[src/sync_coast_pkg.sv]
package sync_coast_pkg;

  localparam int ADDR_W = 5;

  // word offsets (byte address = offset * 4)
  localparam logic [ADDR_W-1:0] OFF_SEP_LIMIT = 5'h13;
  localparam logic [ADDR_W-1:0] OFF_CTRL_A = 5'h14;
  localparam logic [ADDR_W-1:0] OFF_POL_STATUS = 5'h15;
  localparam logic [ADDR_W-1:0] OFF_CTRL_B = 5'h16;
  localparam logic [ADDR_W-1:0] OFF_HOLD_BEFORE = 5'h17;
  localparam logic [ADDR_W-1:0] OFF_HOLD_AFTER = 5'h18;
  localparam logic [ADDR_W-1:0] OFF_FACTORY_TEST = 5'h19;
  localparam logic [ADDR_W-1:0] OFF_MISC_CTRL = 5'h1A;
  localparam logic [ADDR_W-1:0] OFF_POL_FORCE = 5'h1B;

  // misc control (coast select, sleep)
  localparam int BIT_COAST_SEL = 1;
  localparam int BIT_SLEEP_N = 0;
  // control_bits_a fields
  localparam int BIT_SCAN_EN = 2;
  localparam int BIT_COAST_POL_OVR = 1;
  localparam int BIT_HSYNC_POL_OVR = 0;
  // forced polarity register fields
  localparam int BIT_FORCE_HSYNC_POL = 7;
  localparam int BIT_FORCE_COAST_POL = 6;
  // status fields, and the control_b slicer threshold lsb
  localparam int BIT_ST_HSYNC = 7;
  localparam int BIT_ST_VSYNC = 6;
  localparam int BIT_ST_COAST = 5;
  localparam int SLICER_LSB = 3;

  localparam logic [7:0] RST_SEP_LIMIT = 8'h20;
  localparam logic [7:0] RST_CTRL_A = 8'h10;
  localparam logic [7:0] RST_CTRL_B = 8'hB8;
  localparam logic [7:0] RST_HOLD = 8'h00;
  localparam logic [7:0] RST_FACTORY_TEST = 8'h00;
  localparam logic [7:0] RST_MISC_CTRL = 8'h01;
  localparam logic [7:0] RST_POL_FORCE = 8'h00;

  // polarity window counter width, 4096-clock window, 4095 samples per estimate
  localparam int POL_WIN_W = 12;

  typedef struct packed {
    logic hsync;
    logic vsync;
    logic coast;
  } sync_in_t;

  typedef struct packed {
    logic hsync_high;
    logic vsync_out_low;
    logic coast_high;
  } pol_status_t;

endpackage

[src/sync_coast_control_regs.sv]
`timescale 1ns/1ps
// Contract
// - coast select: 0 coast pin, 1 vsync
// - sleep bit low powers chip down
// - separator counts to threshold, reset 0x20
// - scan enable bit gates scan
// - coast polarity override uses forced bit 6
// - hsync polarity override uses forced bit 7
// - status bit 7: hsync input polarity
// - status bit 6: vsync output, inverted sense
// - status bit 5: coast input polarity
// - control_b [7:3] slicer threshold, reset 10111
// - coast asserted N hsyncs before vsync
// - coast held N hsyncs after vsync
module sync_coast_control_regs (
  input wire logic clock,
  input wire logic reset,
  input wire logic [sync_coast_pkg::ADDR_W-1:0] address,
  input wire logic read,
  input wire logic write,
  input wire logic [31:0] writedata,
  input wire logic [3:0] byteenable,
  output logic [31:0] readdata,
  output logic waitrequest,
  input wire sync_coast_pkg::sync_in_t sync_pins,
  output logic pll_coast,
  output logic chip_sleep_n,
  output logic scan_enable,
  output logic sep_vsync,
  output logic [4:0] slicer_threshold,
  output logic [7:0] factory_test
);
  import sync_coast_pkg::*;

  sync_in_t meta;
  sync_in_t pins;
  always_ff @(posedge clock or posedge reset) begin
    if (reset) begin
      meta <= '0;
      pins <= '0;
    end else begin
      meta <= sync_pins;
      pins <= meta;
    end
  end

  // register file
  logic [7:0] sync_separator_count_limit;
  logic [7:0] control_bits_a;
  logic [7:0] control_bits_b;
  logic [7:0] hold_count_before_vsync;
  logic [7:0] hold_count_after_vsync;
  logic [7:0] misc_ctrl;
  logic [7:0] pol_force;
  logic [7:0] next_sep_limit, next_ctrl_a, next_ctrl_b;
  logic [7:0] next_hold_before, next_hold_after, next_test, next_misc, next_force;
  logic [31:0] next_readdata;
  logic next_waitrequest;
  pol_status_t pol_status;
  logic access;
  logic wr_ok;

  assign access = (read | write) & waitrequest;
  assign wr_ok = write & ~waitrequest & byteenable[0];

  always_comb begin
    next_sep_limit = sync_separator_count_limit;
    next_ctrl_a = control_bits_a;
    next_ctrl_b = control_bits_b;
    next_hold_before = hold_count_before_vsync;
    next_hold_after = hold_count_after_vsync;
    next_test = factory_test;
    next_misc = misc_ctrl;
    next_force = pol_force;
    next_readdata = readdata;
    next_waitrequest = ~access;
    if (wr_ok) begin
      unique case (address)
        OFF_SEP_LIMIT: next_sep_limit = writedata[7:0];
        OFF_CTRL_A: next_ctrl_a = writedata[7:0];
        OFF_CTRL_B: next_ctrl_b = {writedata[7:2], 2'b00};
        OFF_HOLD_BEFORE: next_hold_before = writedata[7:0];
        OFF_HOLD_AFTER: next_hold_after = writedata[7:0];
        OFF_FACTORY_TEST: next_test = writedata[7:0];
        OFF_MISC_CTRL: next_misc = {6'h00, writedata[1:0]};
        OFF_POL_FORCE: next_force = {writedata[7:6], 6'h00};
        default: next_force = pol_force; // status and unmapped
      endcase
    end
    if (read & waitrequest) begin
      unique case (address)
        OFF_SEP_LIMIT: next_readdata = {24'h000000, sync_separator_count_limit};
        OFF_CTRL_A: next_readdata = {24'h000000, control_bits_a};
        OFF_POL_STATUS: next_readdata = {24'h000000, pol_status, 5'h00};
        OFF_CTRL_B: next_readdata = {24'h000000, control_bits_b};
        OFF_HOLD_BEFORE: next_readdata = {24'h000000, hold_count_before_vsync};
        OFF_HOLD_AFTER: next_readdata = {24'h000000, hold_count_after_vsync};
        OFF_FACTORY_TEST: next_readdata = {24'h000000, factory_test};
        OFF_MISC_CTRL: next_readdata = {24'h000000, misc_ctrl};
        OFF_POL_FORCE: next_readdata = {24'h000000, pol_force};
        default: next_readdata = 32'h00000000;
      endcase
    end
  end

  always_ff @(posedge clock or posedge reset) begin
    if (reset) begin
      sync_separator_count_limit <= RST_SEP_LIMIT;
      control_bits_a <= RST_CTRL_A;
      control_bits_b <= RST_CTRL_B;
      hold_count_before_vsync <= RST_HOLD;
      hold_count_after_vsync <= RST_HOLD;
      factory_test <= RST_FACTORY_TEST;
      misc_ctrl <= RST_MISC_CTRL;
      pol_force <= RST_POL_FORCE;
      readdata <= 32'h00000000;
      waitrequest <= 1'b1;
    end else begin
      sync_separator_count_limit <= next_sep_limit;
      control_bits_a <= next_ctrl_a;
      control_bits_b <= next_ctrl_b;
      hold_count_before_vsync <= next_hold_before;
      hold_count_after_vsync <= next_hold_after;
      factory_test <= next_test;
      misc_ctrl <= next_misc;
      pol_force <= next_force;
      readdata <= next_readdata;
      waitrequest <= next_waitrequest;
    end
  end

  // polarity detection
  logic hsync_det, vsync_det, coast_det;
  polarity_detect u_hs (.clock(clock), .reset(reset), .level(pins.hsync),
    .active_high(hsync_det));
  polarity_detect u_vs (.clock(clock), .reset(reset), .level(pins.vsync),
    .active_high(vsync_det));
  polarity_detect u_cs (.clock(clock), .reset(reset), .level(pins.coast),
    .active_high(coast_det));

  assign pol_status.hsync_high = hsync_det;
  assign pol_status.vsync_out_low = ~vsync_det;
  assign pol_status.coast_high = coast_det;

  logic hsync_pol, coast_pol;
  assign hsync_pol = control_bits_a[BIT_HSYNC_POL_OVR] ?
    pol_force[BIT_FORCE_HSYNC_POL] : hsync_det;
  assign coast_pol = control_bits_a[BIT_COAST_POL_OVR] ?
    pol_force[BIT_FORCE_COAST_POL] : coast_det;

  // normalised active-high sync levels
  logic hs_act, vs_act, cs_act, hs_prev;
  assign hs_act = pins.hsync ~^ hsync_pol;
  assign vs_act = pins.vsync ~^ vsync_det;
  assign cs_act = pins.coast ~^ coast_pol;

  // sync separator on the hsync line
  logic [7:0] sep_count, next_sep_count;
  logic next_sep_vsync;
  always_comb begin
    next_sep_vsync = sep_vsync;
    next_sep_count = 8'h00;
    if (hs_act != sep_vsync) begin
      next_sep_count = sep_count + 8'h01;
      if (sep_count >= sync_separator_count_limit) begin
        next_sep_vsync = hs_act;
        next_sep_count = 8'h00;
      end
    end
  end

  // coast window counting hsyncs around vsync
  logic [7:0] line_count, next_line_count;
  logic [7:0] frame_lines, next_frame_lines;
  logic [7:0] post_left, next_post_left;
  logic vs_prev, hs_edge, vs_rise, vs_fall;
  logic coast_window, next_coast;
  assign hs_edge = hs_act & ~hs_prev;
  assign vs_rise = vs_act & ~vs_prev;
  assign vs_fall = ~vs_act & vs_prev;

  always_comb begin
    next_line_count = line_count;
    next_frame_lines = frame_lines;
    next_post_left = post_left;
    if (vs_rise) begin
      next_frame_lines = line_count;
      next_line_count = 8'h00;
    end else if (hs_edge && line_count != 8'hFF) begin
      next_line_count = line_count + 8'h01;
    end
    if (vs_fall) begin
      next_post_left = hold_count_after_vsync;
    end else if (hs_edge && post_left != 8'h00) begin
      next_post_left = post_left - 8'h01;
    end
    // pre window: last N lines of the previous frame length
    coast_window = vs_act || post_left != 8'h00 ||
      (hold_count_before_vsync != 8'h00 &&
       {1'b0, line_count} + {1'b0, hold_count_before_vsync} >
       {1'b0, frame_lines});
    next_coast = misc_ctrl[BIT_COAST_SEL] ? coast_window : cs_act;
  end

  always_ff @(posedge clock or posedge reset) begin
    if (reset) begin
      sep_count <= 8'h00;
      sep_vsync <= 1'b0;
      line_count <= 8'h00;
      frame_lines <= 8'hFF;
      post_left <= 8'h00;
      hs_prev <= 1'b0;
      vs_prev <= 1'b0;
      pll_coast <= 1'b0;
      chip_sleep_n <= 1'b1;
      scan_enable <= 1'b0;
      slicer_threshold <= RST_CTRL_B[7:3];
    end else begin
      sep_count <= next_sep_count;
      sep_vsync <= next_sep_vsync;
      line_count <= next_line_count;
      frame_lines <= next_frame_lines;
      post_left <= next_post_left;
      hs_prev <= hs_act;
      vs_prev <= vs_act;
      pll_coast <= next_coast & misc_ctrl[BIT_SLEEP_N];
      chip_sleep_n <= misc_ctrl[BIT_SLEEP_N];
      scan_enable <= control_bits_a[BIT_SCAN_EN];
      slicer_threshold <= control_bits_b[7:SLICER_LSB];
    end
  end

  a_sleep_follows: assert property (@(posedge clock) disable iff (reset)
    1'b1 |=> chip_sleep_n == $past(misc_ctrl[BIT_SLEEP_N]))
    else $error("sleep output does not follow control");

  a_coast_pin_path: assert property (@(posedge clock) disable iff (reset)
    !misc_ctrl[BIT_COAST_SEL] && misc_ctrl[BIT_SLEEP_N] |=> pll_coast == $past(cs_act))
    else $error("coast pin not routed");

  a_status_write_ignored: assert property (@(posedge clock) disable iff (reset)
    wr_ok && address == OFF_POL_STATUS |=> $stable(pol_force) && $stable(control_bits_a))
    else $error("status write disturbed state");

  a_post_hold_load: assert property (@(posedge clock) disable iff (reset)
    vs_fall |=> post_left == $past(hold_count_after_vsync))
    else $error("post coast count not loaded");

  a_sep_threshold: assert property (@(posedge clock) disable iff (reset)
    $changed(sep_vsync) |-> $past(sep_count) >= $past(sync_separator_count_limit))
    else $error("separator toggled early");

  a_hsync_override: assert property (@(posedge clock) disable iff (reset)
    control_bits_a[BIT_HSYNC_POL_OVR] |-> hsync_pol == pol_force[BIT_FORCE_HSYNC_POL])
    else $error("hsync override ignored");
endmodule

[src/polarity_detect.sv]
`timescale 1ns/1ps
module polarity_detect (
  input wire logic clock,
  input wire logic reset,
  input wire logic level,
  output logic active_high
);
  import sync_coast_pkg::*;

  logic [POL_WIN_W-1:0] count;
  logic [POL_WIN_W-1:0] high_count;
  logic [POL_WIN_W-1:0] next_count;
  logic [POL_WIN_W-1:0] next_high_count;
  logic next_active_high;

  // pulse is the minority level within a window
  always_comb begin
    next_count = count + 1'b1;
    next_high_count = high_count + {{(POL_WIN_W-1){1'b0}}, level};
    next_active_high = active_high;
    if (&count) begin
      next_active_high = (high_count[POL_WIN_W-1] == 1'b0);
      next_high_count = '0;
    end
  end

  always_ff @(posedge clock or posedge reset) begin
    if (reset) begin
      count <= '0;
      high_count <= '0;
      active_high <= 1'b0;
    end else begin
      count <= next_count;
      high_count <= next_high_count;
      active_high <= next_active_high;
    end
  end
endmodule

[config.mk]
export PLATFORM = sky130hd
export DESIGN_NAME = sync_coast_control_regs
export DESIGN_NICKNAME = d
export VERILOG_FILES = /design/src/sync_coast_pkg.sv /design/src/sync_coast_control_regs.sv /design/src/polarity_detect.sv
export SDC_FILE = /design/constraint.sdc
export NUM_CORES = 1
export LEC_CHECK = 0
export ABC_AREA = 1
export BUFFER_PORTS_ARGS = -buffer_cell sky130_fd_sc_hd__buf_2
export CAP_MARGIN = 20
export CORE_ASPECT_RATIO = 2
export CORE_UTILIZATION = 45
export CTS_BUF_LIST = sky130_fd_sc_hd__clkbuf_8
export CTS_CLUSTER_DIAMETER = 120
export DETAILED_ROUTE_END_ITERATION = 8
export PLACE_DENSITY = 0.7
export SLEW_MARGIN = 25
export SYNTH_ARGS = -nofsm -noshare
export SYNTH_HDL_FRONTEND = slang
export SYNTH_HIERARCHICAL = 1
export SYNTH_SLANG_ARGS = --single-unit
[constraint.sdc]
create_clock -name clock -period 3.6 [get_ports clock]
set_input_delay 0 -clock clock [delete_from_list [all_inputs] [get_ports clock]]
set_output_delay 0 -clock clock [all_outputs]
set_load 0.005 [all_outputs]
# Yosys cells after proc, flatten, opt, wreduce, memory -nomap -nowiden
# Cells that the tools add are included.
dict set report classes {
  bitwise_logic 21
  order_cmp 2
  eq_ne 11
  reduce_logical 21
  muxes 13
  addsub 10
}
# cell count
set op_table {}
lappend op_table {{$pmux W8 S9} 1}
lappend op_table {{$mux W8} 6}
lappend op_table {{$eq A5 B5 Y1 const B} 9}
lappend op_table {{$add A12 B1 Y12} 3}
lappend op_table {{$add A12 B1 Y12 const B} 3}
lappend op_table {{$mux W12} 3}
lappend op_table {{$reduce_and A12 Y1} 3}
lappend op_table {{$reduce_and A2 Y1} 9}
lappend op_table {{$add A8 B1 Y8 const B} 2}
lappend op_table {{$reduce_bool A8 Y1} 2}
lappend op_table {{$add A8 B8 Y9} 1}
lappend op_table {{$gt A9 B8 Y1} 1}
lappend op_table {{$not A1 Y1} 9}
lappend op_table {{$and A1 B1 Y1} 8}
lappend op_table {{$ge A8 B8 Y1} 1}
lappend op_table {{$ne A8 B8 Y1 const B} 1}
lappend op_table {{$sub A8 B1 Y8 const B} 1}
lappend op_table {{$reduce_bool A2 Y1} 2}
lappend op_table {{$logic_and A1 B1 Y1} 3}
lappend op_table {{$mux W1} 3}
lappend op_table {{$xnor A1 B1 Y1} 3}
lappend op_table {{$logic_or A1 B1 Y1} 2}
lappend op_table {{$ne A1 B1 Y1} 1}
lappend op_table {{$or A1 B1 Y1} 1}
dict set report totals {
  register_bits 207
  output_inout_bits 50
  input_bits 48
  word_cells 114
}

# Logic depth before layout (Yosys ltp)
# Gate-level depths: netlist of the first run.
dict set report depth {
  depth_word 6
  depth_mapped 18
  ltp_nobuf 18
}

# By module
# The synthesis of the first run kept the hierarchy.
# mod seq_area_each_um2 instances area_per_inst_um2 cells_each
set modules_own_cells {}
lappend modules_own_cells {sync_coast_control_regs 2728.9 1 5664.2 677}
lappend modules_own_cells {polarity_detect 625.6 3 1271.2 151}

# Least setup slack after synthesis of the first run
# OpenSTA, ideal clock, no wires.
dict set report synth_timing {
  path_type {register to register}
  from {reg line_count[0]}
  to {reg pll_coast}
  path_stages_with_launch 19
  setup_time_ns 0.077
  path_buffers 0
  path_slack_ns 1.156
  required_time_ns 3.523
  arrival_time_ns 2.367
  synth_period_minus_slack_ns 2.444
  path_cell_list {dfrtp_1 > ha_1 > inv_1 > fa_1 > o21ai_0 > xor2_1 > ha_1 > nand2_1 > nor2_1 > nand2_1 > nand3_1 > nand2_1 > nand2_1 > nand2_1 > nand2_1 > nand2_1 > nand2_1 > nand2_1 > a21oi_1}
}
dict set report synth_via {
  elab_chain_cells 6
}
# element line_no
set synth_lines {}
lappend synth_lines {{start, declared} sync_coast_control_regs.sv:173} ;# logic [7:0] line_count, next_line_count;
lappend synth_lines {{start signal, assigned} sync_coast_control_regs.sv:221} ;# line_count <= next_line_count;
lappend synth_lines {{$add A8 B8 Y9} sync_coast_control_regs.sv:200} ;# {1'b0, line_count} + {1'b0, hold_count_before_vsync} >
lappend synth_lines {{$gt A9 B8 Y1} sync_coast_control_regs.sv:200}
lappend synth_lines {{$logic_and A1 B1 Y1} sync_coast_control_regs.sv:199} ;# (hold_count_before_vsync != 8'h00 &&
lappend synth_lines {{$logic_or A1 B1 Y1} sync_coast_control_regs.sv:198} ;# coast_window = vs_act || post_left != 8'h00 ||
lappend synth_lines {{$mux W1} sync_coast_control_regs.sv:202} ;# next_coast = misc_ctrl[BIT_COAST_SEL] ? coast_window : cs_act;
lappend synth_lines {{$and A1 B1 Y1} sync_coast_control_regs.sv:226} ;# pll_coast <= next_coast & misc_ctrl[BIT_SLEEP_N];
lappend synth_lines {{end signal, assigned} sync_coast_control_regs.sv:226}
lappend synth_lines {{end, declared} sync_coast_control_regs.sv:26} ;# output logic pll_coast,
# Every way passes these cells.
# A chain may end at the register's enable or synchronous reset.

# Final worst setup path of the first run
# Ends and elaborated chain as after synthesis.

==> flow_summary.json, run 1 <==
{
  "crit_required_ps": 4000,
  "portBuffers": 46,
  "dieArea_um2": 21700,
  "grt_pass1_wl_mm": 35.2,
  "core_um2": 20600,
  "cp_cell_sequence": "ha_1, inv_1, fa_1, o21ai_0, xor2_1, ha_1, nand2_1, nor2_1, nand2_1, nand3_1, nand2_1, nand2_1, nand2_1, nand2_1, nand2_1, nand2_1, nand2_1, a21oi_1",
  "min_period_ps": 2780,
  "ant_nets": 0,
  "synthArstFlopShare": 1.00,
  "synthFlopType": "dfrtp_1",
  "via_per_inst": 5.02,
  "first_global_vias": 7404,
  "drc": 0,
  "hold_viol_final": 0,
  "clockBufferDepth": 2,
  "holdWs_ps": 45.3,
  "yosys_warnings": 6,
  "tightest_slew_ps": 929,
  "place_ws_ps": 854,
  "fp-row-count": 74,
  "synth_top_area_frac": 0.428,
  "layout-drive-gt1-share": 0.116,
  "syn_area_um2": 9480,
  "hold_path_class": "in -> reg",
  "peakVddDrop_v": 0.000240,
  "drt_iter0_drc": 302,
  "gp_congestion": 0.928,
  "wl_per_cell_um": 14.3,
  "timing.fmax_mhz": 359,
  "finalMaxSlewViolations": 0,
  "antenna_found_initial": 0,
  "slew_headroom": 0.381,
  "cp-end-kind": "flop",
  "cts_tree": "yes",
  "nets": 1281,
  "htreeDepth": 4,
  "period_share": 0.774,
  "synth_area_leader_cell": "dfrtp_1",
  "ys_seq_area_frac": 0.486,
  "cts_sinks": 183,
  "yosysUniqueCellTypes": 44,
  "crit_arrival_ps": 3180,
  "cts_buffers": 17,
  "boundaryPins": 98,
  "ctsResizeCount": 0,
  "yosys-top-cells-area": "dfrtp_1, nand2_1, dfstp_2",
  "die_w_um": 105,
  "clock_skew_ps": 17.2,
  "hpwl_mm": 15.7,
  "area_growth_pct": 9.33,
  "power_leakage_uw": 0.00521,
  "path_clk_slew_ps": 100,
  "postLayoutSetupSlackWorst_ps": 815,
  "synth_edf_count": 0,
  "diodes": 0,
  "critPathLaunchType": "flop",
  "crit_top_cell": "nand2_1",
  "drt_first_pass_iters": 7,
  "regToRegSetupSlack_ps": 820,
  "finalPower_uw": 4810,
  "finalSetupViolCount": 0,
  "finalWirelength_mm": 21.1,
  "ys_ff_latch": 183,
  "initial_utilization": 0.461,
  "vias": 7408,
  "grt_max_degree": 75,
  "tns_ps": 0,
  "synth_cells": 1130,
  "p_per_area_nw_per_um2": 464,
  "cp_max_fo": 5,
  "cap_violations": 0,
  "grt.overflow.total": 0,
  "max_stage_delay_ps": 430,
  "crit_slowest_cell": "dfrtp_1",
  "grt_setup_unrepaired": "no",
  "cts_root_buf": "clkbuf_8",
  "insertion_delay_ps": 460,
  "syn_avg_cell_area_um2": 8.39,
  "die_y_um": 207,
  "grt_usage": 0.205,
  "status": "complete, no violations",
  "worstSetupPathType": "reg -> reg"
}
## where the power goes
group	switching [µW]	leakage (µW)	total, µW	internal [µW]
clock	693	0.000212	1300	611
sequential	214	0.00235	2520	2300
combinational	610	0.00264	988	377
## placed cells by master (no fill, tap or decap), drive strengths merged, types with 20 or more instances in the layout
master and instances:
a21oi 26, ha 36, dfstp 21, nor2 114, nand4 20, conb 24, nand2 321, buf 49
inv 155, dfrtp 162, nand3 54, xor2 34, o21ai 87
## cell usage after synthesis, types with 2 or more instances
| master | number |
|---|---|
| xor2_1 | 34 |
| inv_2 | 5 |
| dfrtp_1 | 162 |
| o31ai_1 | 3 |
| a21oi_1 | 26 |
| inv_1 | 143 |
| nand3b_1 | 4 |
| o21ai_2 | 4 |
| o21ai_0 | 83 |
| nor2_2 | 3 |
| nand3_2 | 6 |
| nor3_1 | 11 |
| nand3_1 | 48 |
| ha_1 | 36 |
| buf_4 | 24 |
| nor2_1 | 99 |
| nor4_1 | 2 |
| nand4_1 | 20 |
| dfstp_2 | 21 |
| nand2_1 | 321 |
| buf_6 | 5 |
| nor3_2 | 6 |
| xnor2_1 | 16 |
| clkbuf_1 | 5 |
| o211ai_1 | 4 |
| or2_2 | 4 |
| nor2_4 | 12 |
| a22oi_1 | 3 |
| a21o_1 | 3 |
| buf_2 | 3 |
## worst paths after layout
check / startpoint / endpoint / depth (start not counted)
setup / recovery: line_count[0]$_DFFE_PP0P_ / pll_coast$_DFF_PP0_ / 18
hold / removal: read / readdata[0]$_DFFE_PP0P_ / 4
setup reg to reg: line_count[0]$_DFFE_PP0P_ / pll_coast$_DFF_PP0_ / 18
hold reg to reg: meta[2]$_DFF_PP0_ / pins[2]$_DFF_PP0_ / 0
max in group asynchronous: reset / chip_sleep_n$_DFF_PP1_ / 4
min in group asynchronous: reset / u_vs/high_count[9]$_DFF_PP0_ / 3
## repair_timing
item | 4_1_cts | 5_1_grt
hold buffers | 12 | 0
endpoints found under the hold margin | 172 | 0
setup buffers | 0 | 0
## critical path, delay by kind of cell (launching register included)
family                     cells  cell delay [ps]
DFF                            1              430
and+or+nand+nor               11              700
AOI/OAI and AO/OA              2              500
buffers and inverters          1               50
xor gates and xnor gates       1              130
adders and majority gates      3              920
## area by class of cell
type                            instances  area [µm²]
Fill cell                            2012       10200
Inverter                              148         558
Clock buffer                           18         248
Timing Repair Buffer                   61         373
Tap cell                              266         333
Sequential cell                       183        4610
Multi-Input combinational cell        785        4130
Clock inverter                         14         113
## sequential cells by signal, indices dropped and copies added, names as in the netlist, 2 cells and up
name                        flops
hold_count_after_vsync          8
line_count                      8
hold_count_before_vsync         8
post_left                       8
pol_force                       2
misc_ctrl                       2
frame_lines                     8
control_bits_a                  8
u_cs/count                     12
u_hs/count                     12
sync_separator_count_limit      8
meta                            3
slicer_threshold                5
u_hs/high_count                12
u_cs/high_count                12
sep_count                       8
control_bits_b                  6
factory_test                    8
u_vs/high_count                12
pins                            3
u_vs/count                     12
readdata                        8
## per-layer routing
metal  global-route usage  routed length, µm
met5                    0                  0
met2                0.393              11700
met3               0.0364                719
met1                0.207               7820
met4                0.108                848
## per-stage QoR
stage	cells	utilization	instance area [µm²]
global route	1475	0.504	10400
detailed placement	1431	0.481	9880
finish	1475	0.504	10400
CTS	1475	0.504	10400
floorplan	1153	-	9560
global placement	1431	0.481	9880
## cell families after synthesis
logic type / synth area share
AO/OA/AOI/OAI: 0.0795
XOR/XNOR: 0.0479
adder cells (fa/ha/maj): 0.0496
buffers and inverters: 0.0871
flip-flops: 0.486
other: 0.000396
AND/OR/NAND/NOR: 0.250
(Power assumes the default switching activity.)
==> run 2, diff against run 1 <==
--- a/config.mk
+++ b/config.mk
@@ -13,7 +13,7 @@
 export CTS_BUF_LIST = sky130_fd_sc_hd__clkbuf_8
 export CTS_CLUSTER_DIAMETER = 120
 export DETAILED_ROUTE_END_ITERATION = 8
-export PLACE_DENSITY = 0.7
+export PLACE_DENSITY = 0.72
 export SLEW_MARGIN = 25
 export SYNTH_ARGS = -nofsm -noshare
 export SYNTH_HDL_FRONTEND = slang
==> constraint.sdc (replaced) <==
create_clock -name clock -period 2.4 [get_ports clock]
set_input_delay 0 -clock clock [delete_from_list [all_inputs] [get_ports clock]]
set_output_delay 0 -clock clock [all_outputs]
set_load 0.005 [all_outputs]
==> run 2 against run 1 <==
Effect of this change:
- the flow now finishes with violations (negative setup slack)
- largest cell class unchanged
- non-clock buffer count grew 17
- sequential power grew 50%
- maximum frequency rose by 13%
- power grew 52%
- clock power grew 52%
- global-route usage up 0.18 points
- combinational power is 58% higher
- die area did not move
- sequential share of layout area decreased by 0.82 points
- largest power group unchanged
- core utilization increased by 0.95 points
- critical endpoint unchanged
==> flow_summary.json, run 2 (synthesis gave the netlist of run 1 again) <==
{
  "finalMaxSlewViolations": 0,
  "cts_buffers": 17,
  "timing.fmax_mhz": 407,
  "finalSetupViolCount": 1,
  "drt_iter0_drc": 318,
  "p_per_area_nw_per_um2": 691,
  "die_y_um": 207,
  "vias": 7521,
  "violations": "negative setup slack",
  "layout_commonest_cell": "nand2_1",
  "power.share.combinational": 0.213,
  "cp_max_fo": 2,
  "area_growth_pct": 11.4,
  "status": "finished, violations left",
  "grt_max_degree": 109,
  "holdWs_ps": 103,
  "initial_utilization": 0.461,
  "power_frac_seq": 0.517,
  "die_w_um": 105,
  "period_share": 1.02,
  "clockBufferDepth": 2,
  "cts_tree": "yes",
  "path_clk_slew_ps": 110,
  "cts_sinks": 183,
  "nFillCells": 1981,
  "crit_top_cell": "nand2_1",
  "cp-end-kind": "flop",
  "gp_congestion": 0.955,
  "final_core_util": 0.514,
  "cts_root_buf": "clkbuf_8",
  "hold_path_class": "in -> reg",
  "diodes": 0,
  "finalPower_uw": 7300,
  "grt.overflow.total": 0,
  "slew_headroom": 0.388,
  "peakVddDrop_v": 0.000444,
  "portBuffers": 46,
  "crit_slowest_cell": "dfrtp_1",
  "final_cell_mix": "nand2_1, dfrtp_1, inv_1, nor2_1, o21ai_0",
  "dieArea_um2": 21700,
  "wl_per_cell_um": 14.5,
  "crit_required_ps": 2760,
  "first_global_vias": 7560,
  "layout-drive-gt1-share": 0.135,
  "cap_violations": 0,
  "crit_arrival_ps": 2820,
  "hold_viol_final": 0,
  "hpwl_mm": 16.2,
  "drc": 0,
  "antenna_found_initial": 0,
  "p_int_uw": 4850,
  "grt_setup_unrepaired": "yes",
  "p_sw_uw": 2440,
  "boundaryPins": 98,
  "fp-row-count": 74,
  "power_frac_clock": 0.270,
  "htreeDepth": 4,
  "critPathLaunchType": "flop",
  "nets": 1298,
  "max_stage_delay_ps": 370,
  "tightest_slew_ps": 913,
  "insertion_delay_ps": 480,
  "grt_pass1_wl_mm": 35.3,
  "core_um2": 20600,
  "grt_usage": 0.207,
  "worstSetupPathType": "reg -> reg",
  "clock_skew_ps": 15.4,
  "cp_cell_sequence": "ha_2, inv_1, fa_2, o21ai_4, xor2_1, ha_1, nand2_1, inv_1, nand2_1, nand3_1, nand2_1, nand2_1, nand2_1, nand2_1, nand2_1, nand2_1, nand2_1, a21oi_1",
  "place_ws_ps": -117,
  "min_period_ps": 2460,
  "finalWirelength_mm": 21.6,
  "postLayoutSetupSlackWorst_ps": -58.6,
  "power_leakage_uw": 0.00526,
  "via_per_inst": 5.04,
  "ant_nets": 0,
  "drt_first_pass_iters": 5,
  "p_sw_frac": 0.335
}
==> run 2: path summary, 6_finish.rpt <==
| check | from | end | slack [ps] | depth (start not counted) |
|---|---|---|---|---|
| max in group asynchronous | reset | sep_count[4]$_DFF_PP0_ | 1650 | 4 |
| worst min register to register | meta[1]$_DFF_PP0_ | pins[1]$_DFF_PP0_ | 360 | 0 |
| worst max-delay path | hold_count_before_vsync[0]$_DFFE_PP0P_ | pll_coast$_DFF_PP0_ | -60 | 18 |
| min in group asynchronous | reset | u_cs/count[3]$_DFF_PP0_ | 200 | 3 |
| worst min-delay path | address[1] | pol_force[6]$_DFFE_PP0P_ | 100 | 7 |
| worst max register to register | hold_count_before_vsync[0]$_DFFE_PP0P_ | pll_coast$_DFF_PP0_ | -60 | 18 |
==> run 2: repair_timing <==
action	4_1_cts	5_1_grt
setup endpoints to repair	1	1
gates cloned	0	0
endpoints found under the hold margin	215	0
resized for setup	2	5
buffers inserted	0	1
pin swaps	1	3
hold buffers	15	0
==> run 2: cell type report <==
class                   instances  area [µm²]  area share
flip-flops and latches        183        4610       0.436
multi-input cells             785        4170       0.395
inverters                     148         559      0.0530
repair buffers                 78         520      0.0493
well taps                     266         333      0.0315
clock buffers                  19         262      0.0248
clock inverters                13         110      0.0104
==> run 2: power by group through the flow <==
stage	Combinational (µW)	Sequential (µW)	Clock (µW)
4_1_cts	1560	3760	2030
3_3_place_gp	1470	3800	0
5_1_grt	1810	3820	2140
2_1_floorplan	1180	3740	0
6_report	1560	3770	1970
3_5_place_dp	1530	3820	0
==> run 2: critical path: cells and delay by family (launching register included) <==
family	cells	cell delay, ps
fa+ha+maj	3	830
simple gates	10	610
flops	1	370
compound gates	2	230
xor+xnor	1	210
buf+inv	2	100
==> run 2: through the flow <==
stage,area (µm²),std cells,setup TNS (ps)
final,10600,1492,-58.6
after global routing,10600,1492,-291
after CTS,10500,1491,0
after detailed placement,9990,1444,-117
after global placement,9990,1444,-38.6
after floorplan,9570,1153,0
==> run 2: layer usage <==
metal  routed length (µm)  track usage  up-vias
met2                11700        0.389      170
met4                 1170        0.123        0
li1                     -            -     3707
met3                  724       0.0421       75
met1                 7990        0.206     3569
met5                    0            0        -
